==> src/hw/aap_cfg.svh <==
// offsets, field positions, reset values and limits of the audio port and diagnostic registers
`ifndef AAP_CFG_SVH
`define AAP_CFG_SVH

`define AAP_ADDR_PORT_FMT    8'h03
`define AAP_ADDR_STATE_CMD   8'h04
`define AAP_ADDR_LEVEL       8'h05
`define AAP_ADDR_CHECK_A     8'h09
`define AAP_ADDR_CHECK_B     8'h0a
`define AAP_ADDR_RESULT_A    8'h0c
`define AAP_ADDR_STATE_SEEN  8'h0f

`define AAP_RST_PORT_FMT     8'h04
`define AAP_RST_STATE_CMD    8'h55
`define AAP_RST_LEVEL        8'hcf
`define AAP_RST_CHECK_A      8'h00
`define AAP_RST_CHECK_B      8'h11
`define AAP_RST_STATE_SEEN   2'h1

`define AAP_BIT_CANCEL       7
`define AAP_BIT_RAMP2X       6
`define AAP_BIT_SETTLE2X     5
`define AAP_BIT_LINEOUT      1
`define AAP_BIT_SKIP         0

`define AAP_LEVEL_MUTE_BELOW 8'h07
`define AAP_SLOT_TDM8_FIRST  3'h4

`endif

==> src/hw/aap_pkg.sv <==
// types shared by the audio port and diagnostic register slice
package aap_pkg;

	typedef enum logic [1:0] {
		RATE_44K1 = 2'h0,
		RATE_48K  = 2'h1,
		RATE_96K  = 2'h2,
		RATE_RSVD = 2'h3
	} aap_rate_t;

	typedef enum logic [2:0] {
		FMT_RJ24  = 3'h0,
		FMT_RJ20  = 3'h1,
		FMT_RJ18  = 3'h2,
		FMT_RJ16  = 3'h3,
		FMT_I2S   = 3'h4,
		FMT_LJ    = 3'h5,
		FMT_DSP   = 3'h6,
		FMT_RSVD  = 3'h7
	} aap_fmt_t;

	typedef enum logic [1:0] {
		ST_PLAY = 2'h0,
		ST_HIZ  = 2'h1,
		ST_MUTE = 2'h2,
		ST_DIAG = 2'h3
	} aap_state_t;

endpackage

==> src/hw/aap_port_diag_regs.sv <==
// register slice for audio port format, channel state, level and dc load checks
`timescale 1ns/1ps
`include "aap_cfg.svh"

module aap_port_diag_regs (
	input  wire logic                 sys_clk,
	input  wire logic                 sys_rst,
	input  wire logic [7:0]           regAddr,
	input  wire logic [7:0]           regWrData,
	input  wire logic                 regWrEn,
	input  wire logic                 regRdEn,
	output logic      [7:0]           regRdData,
	output logic                      regRdValid,
	input  wire logic                 tdmEightSlot,
	input  wire logic                 channelFault,
	input  wire logic                 groundShortSeen,
	input  wire logic                 supplyShortSeen,
	input  wire logic                 openLoadSeen,
	input  wire logic                 shortedLoadSeen,
	input  wire aap_pkg::aap_state_t  channelStateNow,
	output aap_pkg::aap_rate_t        sampleRateSelect,
	output logic                      sampleRateValid,
	output logic      [2:0]           slotSelect,
	output logic                      slotValid,
	output aap_pkg::aap_fmt_t         inputFormat,
	output logic                      formatValid,
	output aap_pkg::aap_state_t       outputStateSelect,
	output logic      [7:0]           outputLevelCode,
	output logic                      levelMute,
	output logic                      loadCheckCancel,
	output logic                      rampDoubling,
	output logic                      settleDoubling,
	output logic                      lineOutCheckOn,
	output logic                      autoCheckStart,
	output logic      [3:0]           shortLoadLimit
);

	// ****************************************
	// register storage
	// ****************************************
	logic [7:0] portFmt_q, portFmt_d;
	logic [7:0] stateCmd_q, stateCmd_d;
	logic [7:0] level_q, level_d;
	logic [7:0] checkA_q, checkA_d;
	logic [7:0] checkB_q, checkB_d;
	logic [3:0] result_q;
	logic [1:0] stateSeen_q;
	logic       faultPrev_q;
	logic [7:0] rdData_q, rdData_d;
	logic       rdValid_q;
	logic       autoStart_q, autoStart_d;

	function automatic logic hit(input logic [7:0] a, input logic [7:0] ref_a);
		hit = (a == ref_a);
	endfunction

	// ****************************************
	// write decode
	// ****************************************
	wire wrFmt    = regWrEn && hit(regAddr, `AAP_ADDR_PORT_FMT);
	wire wrState  = regWrEn && hit(regAddr, `AAP_ADDR_STATE_CMD);
	wire wrLevel  = regWrEn && hit(regAddr, `AAP_ADDR_LEVEL);
	wire wrCheckA = regWrEn && hit(regAddr, `AAP_ADDR_CHECK_A);
	wire wrCheckB = regWrEn && hit(regAddr, `AAP_ADDR_CHECK_B);

	// reserved bits stay writable; host keeps their reset values
	assign portFmt_d  = wrFmt    ? regWrData : portFmt_q;
	assign stateCmd_d = wrState  ? regWrData : stateCmd_q;
	assign level_d    = wrLevel  ? regWrData : level_q;
	assign checkA_d   = wrCheckA ? regWrData : checkA_q;
	assign checkB_d   = wrCheckB ? regWrData : checkB_q;

	// ****************************************
	// automatic diagnostic trigger
	// ****************************************
	wire leaveHiz   = wrState && (stateCmd_q[7:6] == aap_pkg::ST_HIZ)
		&& (regWrData[7:6] != aap_pkg::ST_HIZ);
	wire faultRise  = channelFault && !faultPrev_q;
	// an abort in force also holds off new automatic runs
	assign autoStart_d = (leaveHiz || faultRise) && !checkA_q[`AAP_BIT_SKIP]
		&& !checkA_q[`AAP_BIT_CANCEL];

	// ****************************************
	// read mux, unmapped reads return zero
	// ****************************************
	wire [7:0] resultByte = {result_q, 4'h0};
	wire [7:0] seenByte   = {stateSeen_q, 6'h00};
	assign rdData_d =
		hit(regAddr, `AAP_ADDR_PORT_FMT)   ? portFmt_q  :
		hit(regAddr, `AAP_ADDR_STATE_CMD)  ? stateCmd_q :
		hit(regAddr, `AAP_ADDR_LEVEL)      ? level_q    :
		hit(regAddr, `AAP_ADDR_CHECK_A)    ? checkA_q   :
		hit(regAddr, `AAP_ADDR_CHECK_B)    ? checkB_q   :
		hit(regAddr, `AAP_ADDR_RESULT_A)   ? resultByte :
		hit(regAddr, `AAP_ADDR_STATE_SEEN) ? seenByte   : 8'h00;

	// ****************************************
	// field decode
	// ****************************************
	wire [1:0] rateField = portFmt_q[7:6];
	wire [2:0] slotField = portFmt_q[5:3];
	wire [2:0] fmtField  = portFmt_q[2:0];
	wire rateOk = (rateField != aap_pkg::RATE_RSVD);
	// upper four slots exist only in eight-slot tdm
	wire slotOk = (slotField < `AAP_SLOT_TDM8_FIRST) || tdmEightSlot;
	wire fmtOk  = (fmtField != aap_pkg::FMT_RSVD);
	wire muteByLevel = (level_q < `AAP_LEVEL_MUTE_BELOW);

	// ****************************************
	// registers
	// ****************************************
	always_ff @(posedge sys_clk or posedge sys_rst) begin
		if (sys_rst) begin
			portFmt_q  <= `AAP_RST_PORT_FMT;
			stateCmd_q <= `AAP_RST_STATE_CMD;
			level_q    <= `AAP_RST_LEVEL;
			checkA_q   <= `AAP_RST_CHECK_A;
			checkB_q   <= `AAP_RST_CHECK_B;
		end else begin
			portFmt_q  <= portFmt_d;
			stateCmd_q <= stateCmd_d;
			level_q    <= level_d;
			checkA_q   <= checkA_d;
			checkB_q   <= checkB_d;
		end
	end

	always_ff @(posedge sys_clk or posedge sys_rst) begin
		if (sys_rst) begin
			result_q    <= 4'h0;
			stateSeen_q <= `AAP_RST_STATE_SEEN;
			faultPrev_q <= 1'b0;
			autoStart_q <= 1'b0;
			rdData_q    <= 8'h00;
			rdValid_q   <= 1'b0;
		end else begin
			result_q    <= {groundShortSeen, supplyShortSeen,
				openLoadSeen, shortedLoadSeen};
			stateSeen_q <= channelStateNow;
			faultPrev_q <= channelFault;
			autoStart_q <= autoStart_d;
			rdData_q    <= regRdEn ? rdData_d : rdData_q;
			rdValid_q   <= regRdEn;
		end
	end

	// outputs decoded once a cycle so each leaves a flip-flop
	always_ff @(posedge sys_clk or posedge sys_rst) begin
		if (sys_rst) begin
			sampleRateValid <= 1'b1;
			slotValid       <= 1'b1;
			formatValid     <= 1'b1;
			levelMute       <= 1'b0;
		end else begin
			sampleRateValid <= rateOk;
			slotValid       <= slotOk;
			formatValid     <= fmtOk;
			levelMute       <= muteByLevel;
		end
	end

	assign regRdData  = rdData_q;
	assign regRdValid = rdValid_q;
	assign sampleRateSelect  = aap_pkg::aap_rate_t'(rateField);
	assign slotSelect        = slotField;
	assign inputFormat       = aap_pkg::aap_fmt_t'(fmtField);
	assign outputStateSelect = aap_pkg::aap_state_t'(stateCmd_q[7:6]);
	assign outputLevelCode   = level_q;
	assign loadCheckCancel   = checkA_q[`AAP_BIT_CANCEL];
	assign rampDoubling      = checkA_q[`AAP_BIT_RAMP2X];
	assign settleDoubling    = checkA_q[`AAP_BIT_SETTLE2X];
	assign lineOutCheckOn    = checkA_q[`AAP_BIT_LINEOUT];
	assign autoCheckStart    = autoStart_q;
	assign shortLoadLimit    = checkB_q[7:4];
endmodule // aap_port_diag_regs

==> config.mk <==
export PLATFORM = sky130hd
export DESIGN_NAME = aap_port_diag_regs
export DESIGN_NICKNAME = d
export VERILOG_FILES = /design/src/hw/aap_pkg.sv /design/src/hw/aap_port_diag_regs.sv
export VERILOG_INCLUDE_DIRS = /design/src /design/src/hw
export SDC_FILE = /design/constraint.sdc
export NUM_CORES = 1
export LEC_CHECK = 0
export ABC_AREA = 1
export BUFFER_PORTS_ARGS = -buffer_cell sky130_fd_sc_hd__buf_2
export CORE_MARGIN = 5
export CORE_UTILIZATION = 45
export DETAILED_ROUTE_END_ITERATION = 12
export PLACE_DENSITY = 0.69
export SLEW_MARGIN = 20
export SYNTH_ARGS = -nofsm -noshare
export SYNTH_HDL_FRONTEND = slang
export SYNTH_SLANG_ARGS = --single-unit
==> constraint.sdc <==
create_clock -name sys_clk -period 4 [get_ports sys_clk]
set_clock_uncertainty 0.1 [all_clocks]
set_input_delay 0.2 -clock sys_clk [delete_from_list [all_inputs] [get_ports sys_clk]]
set_output_delay 0.2 -clock sys_clk [all_outputs]
set_load 0.02 [all_outputs]
==> flow_summary.toml <==
[status]
status = "finished clean"

[sta]
period_share = 0.392
layout_setup_ws_ns = 2.43
drv_slew = 0
hold_violations = 0
tns_ns = 0
fmaxAchievable_mhz = 638
rsz0062_at_grt = "no"
setup_viol = 0
fin_crit_ns = 1.57
tightest_slew_ns = 0.582
timing.slew.headroom = 0.611

[synthesis]
synth_top_area_share = 0.394
syn_area_per_cell_um2 = 8.42
ys_seq_area_frac = 0.554
synth_cells = 332
synth-seq-cells = 61
synth_area_leaders = "dfrtp_1 (39%), dfstp_2 (16%), nand2_1 (12%)"
yosysWarnings = 0
syn_area_um2 = 2790
synth_cell_types = 25
synth_fp_nets = 360
yosysTopAreaCell = "dfrtp_1"

[finish]
area_delta_synth_final_pct = 27.2
fillCellCount = 558
diodes = 0
layout-drive-gt1-share = 0.297
nets = 441
fin_area_um2 = 3550

[pwr]
fin_total_pwr_mw = 1.52
irDropWorstVdd_v = 0.000271
leakagePower_nw = 1.87
power_density_nw_per_um2 = 426

[worst_setup_path]
cp_top_family = "simple AND/OR/NAND/NOR gates"
slowest_stage = "nor2_2"
start_kind = "input pin"
cp.arrival_ns = 1.73
cp_num_buf_inv = 2
r2r_cells = 6
rrSetupSlack_ns = 2.81
r2r_end = "regRdData[0]"
path_cells = "buf_2, inv_1, nand2_1, nor2_2, nand3_2, nor2_4, nand4_1, a21oi_1"
cp_max_fo = 17
r2r-start = "checkB_q[0]"
worstPathRequired_ns = 4.17
critPathKind = "input pin to register"
max_stage_delay_ns = 0.43
crit_path_end_kind = "register"

[cts]
htree_levels = 3
clk_path_buf_depth = 2
clk-insertion-delay-late_ns = 0.34
clock-sinks = 61
path_clk_slew_ns = 0.06
cts_buffers = 9
tritoncts = "yes"
root_buffer = "clkbuf_8"
cts_resized = 0

[placement]
placed_area_um2 = 3150
dp_slack_ns = 2.07
hpwl_um = 5120
gp_congestion = 0.938
port-buffer-count = 67

[detailed_routing]
viasPerCell = 4.92
wl_per_cell_um = 14.2
wirelength_um = 6980
firstDrtPassIters = 5
drtIter0Drc = 110
num_vias = 2426
drc_errors = 0
drtAntennaViolNets = 0

[global_routing]
antenna_found_initial = 0
grt_pass1_vias = 2276
overflow = 0
grt_pass1_wl_um = 11100
grtUsageTotal = 0.192
grt_max_degree = 34

[floorplan]
io_pins = 68
initial_utilization = 0.466
die_w_um = 88.8
core_um2 = 5990
die_h_um = 88.8
rows = 28
die_area_um2 = 7880

[worst_hold_path]
hold_depth = 3
holdPathEnd = "stateCmd_q[6]"
holdCritPathClass = "input pin to register"
min_from = "regWrData[6]"

[job]
max-cap-violations = 0
-- repair_timing --
| action | 4_1_cts | 5_1_grt |
|---|---|---|
| hold buffers | 15 | 0 |
| setup buffers | 0 | 0 |
| endpoints found under the hold margin | 36 | 0 |
-- worst min-delay path, stage by stage --
cell,delay [ns]
buf_2,0.11
nand2_1,0.05
o21ai_0,0.08
-- registers in the layout (all words and copies together) (netlist names) --
name and flops:
stateSeen_q 2, outputLevelCode 8, result_q 4, regRdData 8, portFmt_q 8, slotValid 1, levelMute 1, checkB_q 8
stateCmd_q 8, autoCheckStart 1, checkA_q 8, sampleRateValid 1, formatValid 1, faultPrev_q 1, regRdValid 1
-- cells by family after synthesis --
| logic type | Yosys count | synth area share |
|---|---|---|
| compound gates | 50 | 0.101 |
| buf+inv | 52 | 0.0828 |
| flops | 61 | 0.554 |
| simple gates | 169 | 0.262 |
-- area by class of cell --
class	instances	area [um2]	share of cell area
sequential	61	1550	0.435
clock inverter	3	90.1	0.0253
clock buffer	13	169	0.0475
inverter	39	146	0.0412
tap	75	93.8	0.0264
multi-input combinational	219	1010	0.285
timing repair buffer	83	493	0.139
-- power by group --
| part | switching [mW] | total, mW | internal [mW] |
|---|---|---|---|
| sequential | 0.0195 | 0.673 | 0.653 |
| combinational | 0.0903 | 0.141 | 0.0507 |
| clock | 0.236 | 0.702 | 0.466 |
-- cells in the final DEF (no fill, tap or decap) --
cell	count
nor2_2	2
o21ai_2	8
a31oi_1	1
buf_4	1
o21ai_1	30
dlygate4sd3_1	15
dfrtp_1	44
nand3_2	1
nand4_1	3
inv_1	34
nand2_1	88
nor3_4	2
buf_2	67
nor3_1	2
dfstp_2	17
or2_1	1
inv_2	5
clkbuf_1	1
nand3_1	24
clkbuf_8	12
bufinv_16	3
nor2_4	1
a21oi_1	4
nand2_2	4
nor2_1	40
o21ai_0	7
or2_2	1
-- how the worst max path moves through the flow --
stage	startpoint	end	slack (ns)	cells after the start
after floorplan	sys_rst	autoCheckStart	2.22	1
after global placement	regAddr[6]	autoCheckStart	2.15	8
after detailed placement	regAddr[7]	autoCheckStart	2.07	8
after CTS	regAddr[7]	autoCheckStart	2.44	8
after global routing	regAddr[7]	autoCheckStart	2.26	8
final	regAddr[6]	autoCheckStart	2.43	8
-- per-layer routing --
layer	global-route usage	wire, um
met1	0.252	3080
met2	0.312	3340
met3	0.0363	494
met4	0.0810	70
met5	0	0
-- per-stage QoR --
stage | cells | hold WS, ns | util
after floorplan | 332 | 0.104 | -
after global placement | 462 | 0.188 | 0.525
after detailed placement | 462 | 0.202 | 0.525
after CTS | 493 | 0.00204 | 0.593
after global routing | 493 | 0.0110 | 0.593
final | 493 | 0.0191 | 0.593
-- cell usage after synthesis (all sizes together) --
library cell	count
buf	12
nor3	4
o21ai	45
dfstp	17
nand4	3
or2	2
a31oi	1
inv	39
a21oi	4
clkbuf	1
nand3	25
nor2	43
nand2	92
dfrtp	44
Power figures use the tool's default switching activity.
